### src/verilog/absc_pkg.sv
/*
  Shared constants and types of the analog board status and code-select block:
  timing, register map, field positions, display glyphs, board states.
  Assumes a single 40 MHz system clock.
*/
package absc_pkg;

  // clock and times
  localparam int CLK_HZ = 40_000_000;
  localparam int CYC_PER_MS = CLK_HZ / 1000;
  localparam int CYC_PER_US = CLK_HZ / 1_000_000;
  localparam int POWERUP_MS = 5000;
  localparam int POWERUP_CYC = POWERUP_MS * CYC_PER_MS;
  localparam int PWM_PERIOD_US = 1000;
  localparam int PWM_CYC = PWM_PERIOD_US * CYC_PER_US;
  localparam int FAST_HALF_MS = 125;
  localparam int FAST_CYC = FAST_HALF_MS * CYC_PER_MS;
  localparam int SLOW_HALF_MS = 500;
  localparam int SLOW_CYC = SLOW_HALF_MS * CYC_PER_MS;
  // cycles after reset before the switches are sampled; covers the synchroniser
  localparam int SETTLE_CYC = 16;

  // package code
  localparam int CODE_W = 6;
  localparam logic [63:0] VALID_CODES_DEF = 64'h7FFF_FFFF_FFFF_FFFE;
  localparam logic [5:0] DEC_BASE = 6'h0A;

  // register byte addresses
  localparam logic [7:0] ADDR_CTRL = 8'h00;
  localparam logic [7:0] ADDR_STATUS = 8'h04;
  localparam logic [7:0] ADDR_DISP = 8'h08;
  localparam logic [7:0] ADDR_INT_STATUS = 8'h0C;
  localparam logic [7:0] ADDR_INT_CLEAR = 8'h10;
  localparam logic [7:0] ADDR_INT_ENABLE = 8'h14;

  // status register fields
  localparam int STAT_CODE_LSB = 0;
  localparam int STAT_SAMPLED = 6;
  localparam int STAT_WRONG = 7;
  localparam int STAT_JUMPER = 8;
  localparam int STAT_BRIDGE = 9;
  localparam int STAT_FULL = 10;
  localparam int STAT_LEVEL_LSB = 11;

  // interrupt bits
  localparam int IRQ_W = 3;
  localparam int IRQ_SAMPLED = 0;
  localparam int IRQ_WRONG = 1;
  localparam int IRQ_LEVEL = 2;

  // feedback duty in quarters of the period
  typedef enum logic [2:0] {
    DUTY_0   = 3'h0,
    DUTY_25  = 3'h1,
    DUTY_50  = 3'h2,
    DUTY_75  = 3'h3,
    DUTY_100 = 3'h4
  } absc_duty_t;

  // board state as written by firmware
  typedef enum logic [2:0] {
    BS_ERROR      = 3'h0,
    BS_STANDBY    = 3'h1,
    BS_SPEED_DROP = 3'h2,
    BS_RUN        = 3'h3,
    BS_HEAT       = 3'h4
  } absc_state_t;

  typedef enum logic [1:0] {
    PH_SETTLE = 2'h0,
    PH_SHOW   = 2'h1,
    PH_RUN    = 2'h2
  } absc_phase_t;

  // display glyph codes, one nibble per digit, leftmost digit in the top nibble
  localparam logic [3:0] GLYPH_0 = 4'h0;
  localparam logic [3:0] GLYPH_DASH = 4'hA;
  localparam logic [3:0] GLYPH_C = 4'hC;
  localparam logic [3:0] GLYPH_E = 4'hE;
  localparam logic [15:0] DISP_WRONG_CODE = {GLYPH_E, GLYPH_DASH, 4'h3, 4'h9};
  localparam logic [15:0] DISP_RESET = 16'hAAAA;

endpackage

### src/verilog/absc_sync.sv
/*
  Pin synchroniser: three flops, and a new value is accepted once the second
  and third agree. Assumes asynchronous pins and a free-running clock.
*/
`timescale 1ns/100ps
module absc_sync #(
  parameter int W = 8
) (
  // clock and reset
  input wire logic clk,
  input wire logic resetn,
  // pins and their clean copy
  input wire logic [W-1:0] din,
  output logic [W-1:0] dout
);
  logic [W-1:0] s1, s2, s3, next_dout;

  always_comb begin
    next_dout = dout;
    for (int i = 0; i < W; i++) begin
      if (s2[i] == s3[i]) begin
        next_dout[i] = s3[i];
      end
    end
  end

  always_ff @(posedge clk or negedge resetn) begin
    if (!resetn) begin
      s1 <= '0;
      s2 <= '0;
      s3 <= '0;
      dout <= '0;
    end else begin
      s1 <= din;
      s2 <= s1;
      s3 <= s2;
      dout <= next_dout;
    end
  end
endmodule // absc_sync

### src/verilog/absc_pwm.sv
/*
  Feedback PWM generator with a fixed period; the duty level is taken only
  at the period boundary. Assumes level comes from logic on the same clock.
*/
`timescale 1ns/100ps
module absc_pwm
  import absc_pkg::*;
#(
  parameter int PERIOD = PWM_CYC
) (
  // clock and reset
  input wire logic clk,
  input wire logic resetn,
  // duty in quarters and output
  input wire absc_pkg::absc_duty_t level,
  output logic pwm_out
);
  logic [31:0] cnt, next_cnt, thr;
  absc_duty_t level_q, next_level_q;
  logic next_pwm_out;

  if (PERIOD < 4) begin : g_chk
    $error("absc_pwm: PERIOD too small");
  end

  always_comb begin
    next_cnt = cnt + 32'h1;
    next_level_q = level_q;
    if (cnt == 32'(PERIOD - 1)) begin
      next_cnt = '0;
      next_level_q = level;
    end
    // threshold follows the level of the period being started, so its first
    // cycle never carries the old duty
    case (next_level_q)
      DUTY_0: thr = '0;
      DUTY_25: thr = 32'(PERIOD / 4);
      DUTY_50: thr = 32'(PERIOD / 2);
      DUTY_75: thr = 32'((PERIOD / 4) * 3);
      DUTY_100: thr = 32'(PERIOD);
      default: thr = '0;
    endcase
    next_pwm_out = next_cnt < thr;
  end

  always_ff @(posedge clk or negedge resetn) begin
    if (!resetn) begin
      cnt <= '0;
      level_q <= DUTY_0;
      pwm_out <= 1'b0;
    end else begin
      cnt <= next_cnt;
      level_q <= next_level_q;
      pwm_out <= next_pwm_out;
    end
  end
endmodule // absc_pwm

### src/verilog/absc_board.sv
/*
  Analog board status and code select: samples the package switches once
  after reset, latches a wrong-code fault, encodes board state on the
  feedback PWM, drives the status LED, display code and speed-range select,
  and offers an APB register file with a level interrupt.
  Assumes firmware writes the board state and the display word over APB,
  and that switches, jumper and bridge arrive as asynchronous pins.
*/
// Added by the designer: the address map and the APB register port.
`timescale 1ns/100ps

module absc_board
  import absc_pkg::*;
#(
  parameter int POWERUP_CYCLES = POWERUP_CYC,
  parameter int PWM_CYCLES = PWM_CYC,
  parameter int FAST_CYCLES = FAST_CYC,
  parameter int SLOW_CYCLES = SLOW_CYC,
  parameter logic [63:0] VALID_CODES = VALID_CODES_DEF
) (
  // clock and reset
  input wire logic CLK,
  input wire logic RESETN,
  // apb slave
  input wire logic PSEL,
  input wire logic PENABLE,
  input wire logic PWRITE,
  input wire logic [7:0] PADDR,
  input wire logic [31:0] PWDATA,
  output logic [31:0] PRDATA,
  output logic PREADY,
  output logic PSLVERR,
  // board pins
  input wire logic [1:6] SWITCH,
  input wire logic FB_JUMPER,
  input wire logic RANGE_BRIDGE,
  // board outputs
  output logic FEEDBACK_PWM,
  output logic STATUS_LED,
  output logic [15:0] DISP_CODE,
  output logic FULL_RANGE,
  output logic IRQ
);
  if (POWERUP_CYCLES < 1 || FAST_CYCLES < 1 || SLOW_CYCLES < 1) begin : g_chk
    $error("absc_board: timing counts must be positive");
  end

  logic [CODE_W+1:0] pins;
  logic [CODE_W-1:0] switch_s;
  logic jumper, bridge;

  // switch 1 sits at the top of the pin vector
  absc_sync #(.W(CODE_W + 2)) u_sync (
    .clk(CLK),
    .resetn(RESETN),
    .din({SWITCH, FB_JUMPER, RANGE_BRIDGE}),
    .dout(pins)
  );
  // the code weights run left to right: switch 1 is the lsb, switch 6 the msb
  always_comb begin
    for (int i = 0; i < CODE_W; i++) begin
      switch_s[i] = pins[CODE_W + 1 - i];
    end
  end
  assign jumper = pins[1];
  assign bridge = pins[0];

  // power-up sequence and one-time code capture
  absc_phase_t phase, next_phase;
  logic [31:0] tmr, next_tmr;
  logic [CODE_W-1:0] pkg_code, next_pkg_code;
  logic wrong_code, next_wrong_code;
  logic sample_now;

  always_comb begin
    next_phase = phase;
    next_tmr = tmr + 32'h1;
    next_pkg_code = pkg_code;
    next_wrong_code = wrong_code;
    sample_now = 1'b0;
    case (phase)
      PH_SETTLE: begin
        if (tmr == 32'(SETTLE_CYC - 1)) begin
          sample_now = 1'b1;
          next_pkg_code = switch_s;
          next_wrong_code = !VALID_CODES[switch_s];
          next_phase = PH_SHOW;
          next_tmr = '0;
        end
      end
      PH_SHOW: begin
        if (tmr == 32'(POWERUP_CYCLES - 1)) begin
          next_phase = PH_RUN;
          next_tmr = '0;
        end
      end
      PH_RUN: begin
        // sampling never happens again until reset
        next_tmr = '0;
      end
      default: begin
        next_phase = PH_SETTLE;
        next_tmr = '0;
      end
    endcase
  end

  always_ff @(posedge CLK or negedge RESETN) begin
    if (!RESETN) begin
      phase <= PH_SETTLE;
      tmr <= '0;
      pkg_code <= '0;
      wrong_code <= 1'b0;
    end else begin
      phase <= next_phase;
      tmr <= next_tmr;
      pkg_code <= next_pkg_code;
      wrong_code <= next_wrong_code;
    end
  end

  // registers written by firmware
  absc_state_t ctrl_state, next_ctrl_state;
  logic [15:0] disp_word, next_disp_word;
  logic [IRQ_W-1:0] int_stat, next_int_stat, int_en, next_int_en, int_clr, ev;
  logic [31:0] next_prdata, status;
  logic next_pready, next_pslverr, access, hit;

  // derived board behaviour
  absc_duty_t lvl, next_lvl;
  logic fault, running, next_led, next_full, next_irq;
  logic [31:0] lcnt, next_lcnt;
  logic [15:0] next_disp;
  logic [CODE_W-1:0] tens, ones;

  always_comb begin
    fault = wrong_code || ctrl_state == BS_ERROR;
    running = ctrl_state == BS_RUN || ctrl_state == BS_HEAT;
    // feedback duty
    if (!jumper) begin
      next_lvl = fault ? DUTY_0 : DUTY_100;
    end else if (wrong_code) begin
      next_lvl = DUTY_25;
    end else begin
      case (ctrl_state)
        BS_ERROR: next_lvl = DUTY_0;
        BS_STANDBY: next_lvl = DUTY_50;
        BS_SPEED_DROP: next_lvl = DUTY_75;
        BS_RUN: next_lvl = DUTY_100;
        BS_HEAT: next_lvl = DUTY_100;
        default: next_lvl = DUTY_0;
      endcase
    end
    // status led: one counter serves both flash rates
    next_lcnt = lcnt + 32'h1;
    next_led = STATUS_LED;
    if ((running || ctrl_state == BS_SPEED_DROP) && !fault) begin
      next_lcnt = '0;
      next_led = 1'b1;
    end else if (lcnt >= 32'(fault ? FAST_CYCLES - 1 : SLOW_CYCLES - 1)) begin
      next_lcnt = '0;
      next_led = !STATUS_LED;
    end
    // display: a wrong-code fault beats the power-up code, firmware owns the rest
    tens = pkg_code / DEC_BASE;
    ones = pkg_code % DEC_BASE;
    if (wrong_code) begin
      next_disp = DISP_WRONG_CODE;
    end else if (phase == PH_SHOW) begin
      next_disp = {GLYPH_C, GLYPH_0, tens[3:0], ones[3:0]};
    end else begin
      next_disp = disp_word;
    end
    // limited range in speed-drop protection whatever the bridge says
    next_full = bridge && ctrl_state != BS_SPEED_DROP;
  end

  // apb slave: one wait state, so every access phase is two cycles
  always_comb begin
    access = PSEL && PENABLE && !PREADY;
    next_pready = access;
    next_pslverr = 1'b0;
    next_prdata = '0;
    next_ctrl_state = ctrl_state;
    next_disp_word = disp_word;
    next_int_en = int_en;
    int_clr = '0;
    hit = 1'b1;
    status = '0;
    status[STAT_CODE_LSB +: CODE_W] = pkg_code;
    status[STAT_SAMPLED] = phase != PH_SETTLE;
    status[STAT_WRONG] = wrong_code;
    status[STAT_JUMPER] = jumper;
    status[STAT_BRIDGE] = bridge;
    status[STAT_FULL] = FULL_RANGE;
    status[STAT_LEVEL_LSB +: 3] = lvl;
    case (PADDR)
      ADDR_CTRL: next_prdata = 32'(ctrl_state);
      ADDR_STATUS: next_prdata = status;
      ADDR_DISP: next_prdata = 32'(disp_word);
      ADDR_INT_STATUS: next_prdata = 32'(int_stat);
      ADDR_INT_CLEAR: next_prdata = '0;
      ADDR_INT_ENABLE: next_prdata = 32'(int_en);
      default: hit = 1'b0;
    endcase
    if (access) begin
      next_pslverr = !hit;
      if (PWRITE) begin
        next_prdata = '0;
        case (PADDR)
          ADDR_CTRL: next_ctrl_state = absc_state_t'(PWDATA[2:0]);
          ADDR_DISP: next_disp_word = PWDATA[15:0];
          ADDR_INT_CLEAR: int_clr = PWDATA[IRQ_W-1:0];
          ADDR_INT_ENABLE: next_int_en = PWDATA[IRQ_W-1:0];
          default: next_ctrl_state = ctrl_state;
        endcase
      end
    end else begin
      next_prdata = '0;
    end
    // events: set wins over a clear in the same cycle
    ev = '0;
    ev[IRQ_SAMPLED] = sample_now;
    ev[IRQ_WRONG] = sample_now && next_wrong_code;
    // pins are still settling after reset, so a level change then is no event
    ev[IRQ_LEVEL] = next_lvl != lvl && phase != PH_SETTLE;
    next_int_stat = (int_stat & ~int_clr) | ev;
    next_irq = |(int_stat & int_en);
  end

  always_ff @(posedge CLK or negedge RESETN) begin
    if (!RESETN) begin
      ctrl_state <= BS_STANDBY;
      disp_word <= DISP_RESET;
      int_stat <= '0;
      int_en <= '0;
      PRDATA <= '0;
      PREADY <= 1'b0;
      PSLVERR <= 1'b0;
      lvl <= DUTY_50;
      lcnt <= '0;
      STATUS_LED <= 1'b0;
      DISP_CODE <= DISP_RESET;
      FULL_RANGE <= 1'b0;
      IRQ <= 1'b0;
    end else begin
      ctrl_state <= next_ctrl_state;
      disp_word <= next_disp_word;
      int_stat <= next_int_stat;
      int_en <= next_int_en;
      PRDATA <= next_prdata;
      PREADY <= next_pready;
      PSLVERR <= next_pslverr;
      lvl <= next_lvl;
      lcnt <= next_lcnt;
      STATUS_LED <= next_led;
      DISP_CODE <= next_disp;
      FULL_RANGE <= next_full;
      IRQ <= next_irq;
    end
  end

  // the pwm stage latches lvl only at its period boundary
  absc_pwm #(.PERIOD(PWM_CYCLES)) u_pwm (
    .clk(CLK),
    .resetn(RESETN),
    .level(lvl),
    .pwm_out(FEEDBACK_PWM)
  );
endmodule // absc_board

### config.mk
export PLATFORM = sky130hd
export DESIGN_NAME = absc_board
export DESIGN_NICKNAME = d
export VERILOG_FILES = /design/src/verilog/absc_pkg.sv /design/src/verilog/absc_sync.sv /design/src/verilog/absc_pwm.sv /design/src/verilog/absc_board.sv
export SDC_FILE = /design/constraint.sdc
export NUM_CORES = 1
export LEC_CHECK = 0
export BUFFER_PORTS_ARGS = -buffer_cell sky130_fd_sc_hd__clkbuf_2
export CORE_ASPECT_RATIO = 2
export CORE_UTILIZATION = 40
export CTS_BUF_LIST = sky130_fd_sc_hd__clkbuf_8
export DETAILED_ROUTE_END_ITERATION = 16
export GPL_TIMING_DRIVEN = 0
export HOLD_SLACK_MARGIN = 0.15
export PLACE_DENSITY = 0.54
export SETUP_SLACK_MARGIN = 0.5
export SLEW_MARGIN = 25
export SYNTH_ARGS = -nofsm -noshare
export SYNTH_HDL_FRONTEND = slang
export SYNTH_SLANG_ARGS = --single-unit
### constraint.sdc
create_clock -name CLK -period 4.55 [get_ports CLK]
set_input_delay 0.455 -clock CLK [delete_from_list [all_inputs] [get_ports CLK]]
set_output_delay 0.455 -clock CLK [all_outputs]
set_load 0.05 [all_outputs]
==> flow_summary.json <==
{
  "status": "finished clean",
  "synth_top_area_share_pct": 47.94,
  "cp-start-kind": "register",
  "finalHoldViolCount": 0,
  "cts_buffers": 31,
  "routedWlPerCell_um": 16.62,
  "crit_type": "register to register",
  "dieArea_um2": 25200,
  "grt_max_degree": 72,
  "async_flop_share_pct": 100.0,
  "dr.pass1.iters": 4,
  "fin_crit_ns": 3.896,
  "track_usage_pct": 19.05,
  "slowest_stage": "dfrtp_2",
  "cpPeakStageDelay_ns": 0.43,
  "grt_pass1_wl_um": 38030,
  "drv_cap": 0,
  "end_kind": "register",
  "p_leak_nw": 5.477,
  "peakVddDrop_mv": 0.2182,
  "routed-via-count": 7230,
  "core_um2": 23920,
  "seq_area_frac_synth_pct": 52.76,
  "rows": 80,
  "die_w_um": 112.8,
  "clock_latency_ns": 0.59,
  "fin_skew_ns": 0.01091,
  "powerDensity_nw_per_um2": 327.5,
  "clk_path_buf_depth": 3,
  "worst-path-max-fanout": 3,
  "min_path_type": "primary input to register",
  "timing.setup.tns_ns": 0,
  "critPathTopFamily": "simple AND/OR/NAND/NOR gates",
  "grt_antenna_before_repair": 0,
  "setup_viol": 0,
  "nFillCells": 2231,
  "worst_path_most_repeated_cell": "a221o_1",
  "start_util_pct": 41.02,
  "globalplace.congestion": 0.8526,
  "synth_area_um2": 9813,
  "layout.cells.non_filler": 1393,
  "synth_cell_type_count": 65,
  "synth_cells": 912,
  "synth_most_common_cell": "dfrtp_1",
  "multiInputGateArea_um2": 4464,
  "tightest_slew_ns": 0.7712,
  "ys.flop_type": "dfrtp_1",
  "clkTransAtPathRegs_ns": 0.07,
  "tritoncts": "built",
  "cp_cell_sequence": "nor4b_4, nand4_1, nor3_4, buf_6, mux2_2, xnor2_1, nand2_1, ha_4, a21o_1, a221o_1, a221o_1, nor4b_2, o2111ai_1, nor4_2",
  "ys_ff_latch": 206,
  "synth_edf_count": 0,
  "worst_ep_arrival_time_ns": 4.36,
  "die_y_um": 223.5,
  "slew_violations": 0,
  "final_core_util_pct": 49.60,
  "dp_cells": 1295,
  "finalWirelength_um": 23150,
  "grt_pass1_vias": 7483,
  "path_buf_inv": 1,
  "clock-sinks": 206,
  "via_per_inst": 5.190,
  "required_ns": 5.01,
  "synth_top_area_cell": "dfrtp_1",
  "antennaDiodeCount": 0,
  "remaining_drc_errors": 0,
  "drive_gt1_share_pct": 23.51,
  "avgSynthCellArea_um2": 10.76,
  "port_buffers": 73,
  "fmax_mhz": 256.7,
  "dp_hpwl_um": 16620,
  "slew_headroom_pct": 48.19,
  "io_pins": 107,
  "rsz0062_at_grt": "false",
  "area_growth_pct": 20.92,
  "root_buffer": "clkbuf_8",
  "drt_iter0_drc": 228,
  "total_power_mw": 3.886,
  "cts-htree-levels": 1,
  "yosysWarnings": 0,
  "finalCritPeriodShare_pct": 85.62,
  "postRouteAntennaNets": 0,
  "overflow": 0,
  "regArea_um2": 5186,
  "synth_common_cells": "dfrtp_1 (188), nor2_1 (120), nand2_1 (66), xnor2_1 (45), xor2_1 (45)",
  "fin_nets": 1161,
  "synth_top_cells_by_area": "dfrtp_1 (48%), dfstp_2 (4.8%), nor2_1 (4.6%), xnor2_1 (4.0%), xor2_1 (4.0%)"
}
## metrics by stage
stage          instance area [µm²]  worst slack (ns)  hold slack (ns)
2_1_floorplan                 9892            0.8637           0.1594
3_3_place_gp                 10620            -1.127           0.3324
3_5_place_dp                 10680           -0.1237           0.3358
4_1_cts                      11780            0.5083           0.1879
5_1_grt                      11870            0.5010           0.2217
6_report                     11870            0.6544           0.2307
## area by class of cell
cell class,instances,area share (%)
Buffer,48,2.509
Clock buffer,43,4.987
Clock inverter,15,0.8013
Inverter,19,0.6010
Multi-Input combinational cell,660,37.62
Sequential cell,206,43.71
Tap cell,287,3.026
Timing Repair Buffer,115,6.748
## sequential cells by signal (all words and copies together) (netlist names), 2 cells and up
| register | cells |
|---|---|
| DISP_CODE | 16 |
| PRDATA | 16 |
| ctrl_state | 3 |
| disp_word | 16 |
| int_en | 3 |
| int_stat | 3 |
| lcnt | 32 |
| lvl | 3 |
| phase | 2 |
| pkg_code | 6 |
| tmr | 32 |
| u_pwm.cnt | 32 |
| u_pwm.level_q | 3 |
| u_sync.dout | 8 |
| u_sync.s1 | 8 |
| u_sync.s2 | 8 |
| u_sync.s3 | 8 |
## worst min-delay path: stages
cell and delay [ns]:
clkbuf_2 0.08, nand2_1 0.07, or2_2 0.14, a21oi_1 0.05
## path summary, 6_finish.rpt
check                                   startpoint                 endpoint  slack (ns)  cells past startpoint
max                        u_pwm.cnt[13]$_DFF_PN0_  u_pwm.pwm_out$_DFF_PN0_        0.65                     14
min                                        PENABLE        PSLVERR$_DFF_PN0_        0.23                      4
max reg2reg                u_pwm.cnt[13]$_DFF_PN0_  u_pwm.pwm_out$_DFF_PN0_        0.65                     14
min reg2reg                 u_sync.s1[4]$_DFF_PN0_   u_sync.s2[4]$_DFF_PN0_        0.35                      0
max in group asynchronous                   RESETN   DISP_CODE[5]$_DFF_PN1_        2.94                      4
min in group asynchronous                   RESETN  u_pwm.cnt[24]$_DFF_PN0_        0.41                      2
## cells by family (layout without fill, tap and decap cells)
group,Yosys count,after routing,synth area share [%]
AO/OA/AOI/OAI,88,88,6.273
multiplexers,40,40,4.463
adder cells (fa/ha/maj),35,35,4.259
other,1,22,0.03821
XOR/XNOR,90,90,8.033
AND/OR/NAND/NOR,385,385,20.58
buffers and inverters,67,240,3.595
flip-flops,206,206,52.76
## cell usage in the layout (no fill, tap or decap), types with 6 or more instances in the layout
cell type,count
inv_1,27
xor2_1,45
a22oi_1,11
o21ai_0,11
and2_1,15
a21oi_1,18
dfrtp_1,181
dfrtp_2,7
a21o_1,7
or3_1,6
clkbuf_8,45
and3_1,17
maj3_1,8
conb_1,22
dlygate4sd3_1,27
a31oi_1,7
and4_1,13
dfstp_2,18
buf_4,32
mux2i_1,7
nor4_1,17
clkbuf_1,19
mux2_2,30
nor3_1,11
nand2b_1,9
ha_1,26
nor2_1,120
nand3_1,39
nand2_1,66
clkbuf_2,75
xnor2_1,45
nand4_1,27
or2_2,12
## routing by layer
layer | track usage, % | up-vias | share of wire (%)
met4 | 7.828 | 0 | 3.2
met2 | 36.90 | 137 | 56
met3 | 2.608 | 46 | 3.4
met1 | 20.19 | 3557 | 37
li1 | - | 3490 | -
met5 | 0 | - | 0
## what timing repair did
action                                 in CTS  in global routing
pin swaps                                   5                  7
endpoints found under the hold margin     101                  0
setup endpoints to repair                   1                  1
setup buffers                               7                  6
hold buffers                               27                  0
gates resized for setup                    17                 13
## power by group
group          leakage [nW]  switching [mW]  total (mW)  internal [mW]
sequential             2.64          0.0333        1.92           1.89
clock                 0.393           0.743        1.64          0.898
combinational          2.44           0.216       0.321          0.105
total                  5.48           0.992        3.89           2.89
(Power assumes the default switching activity.)
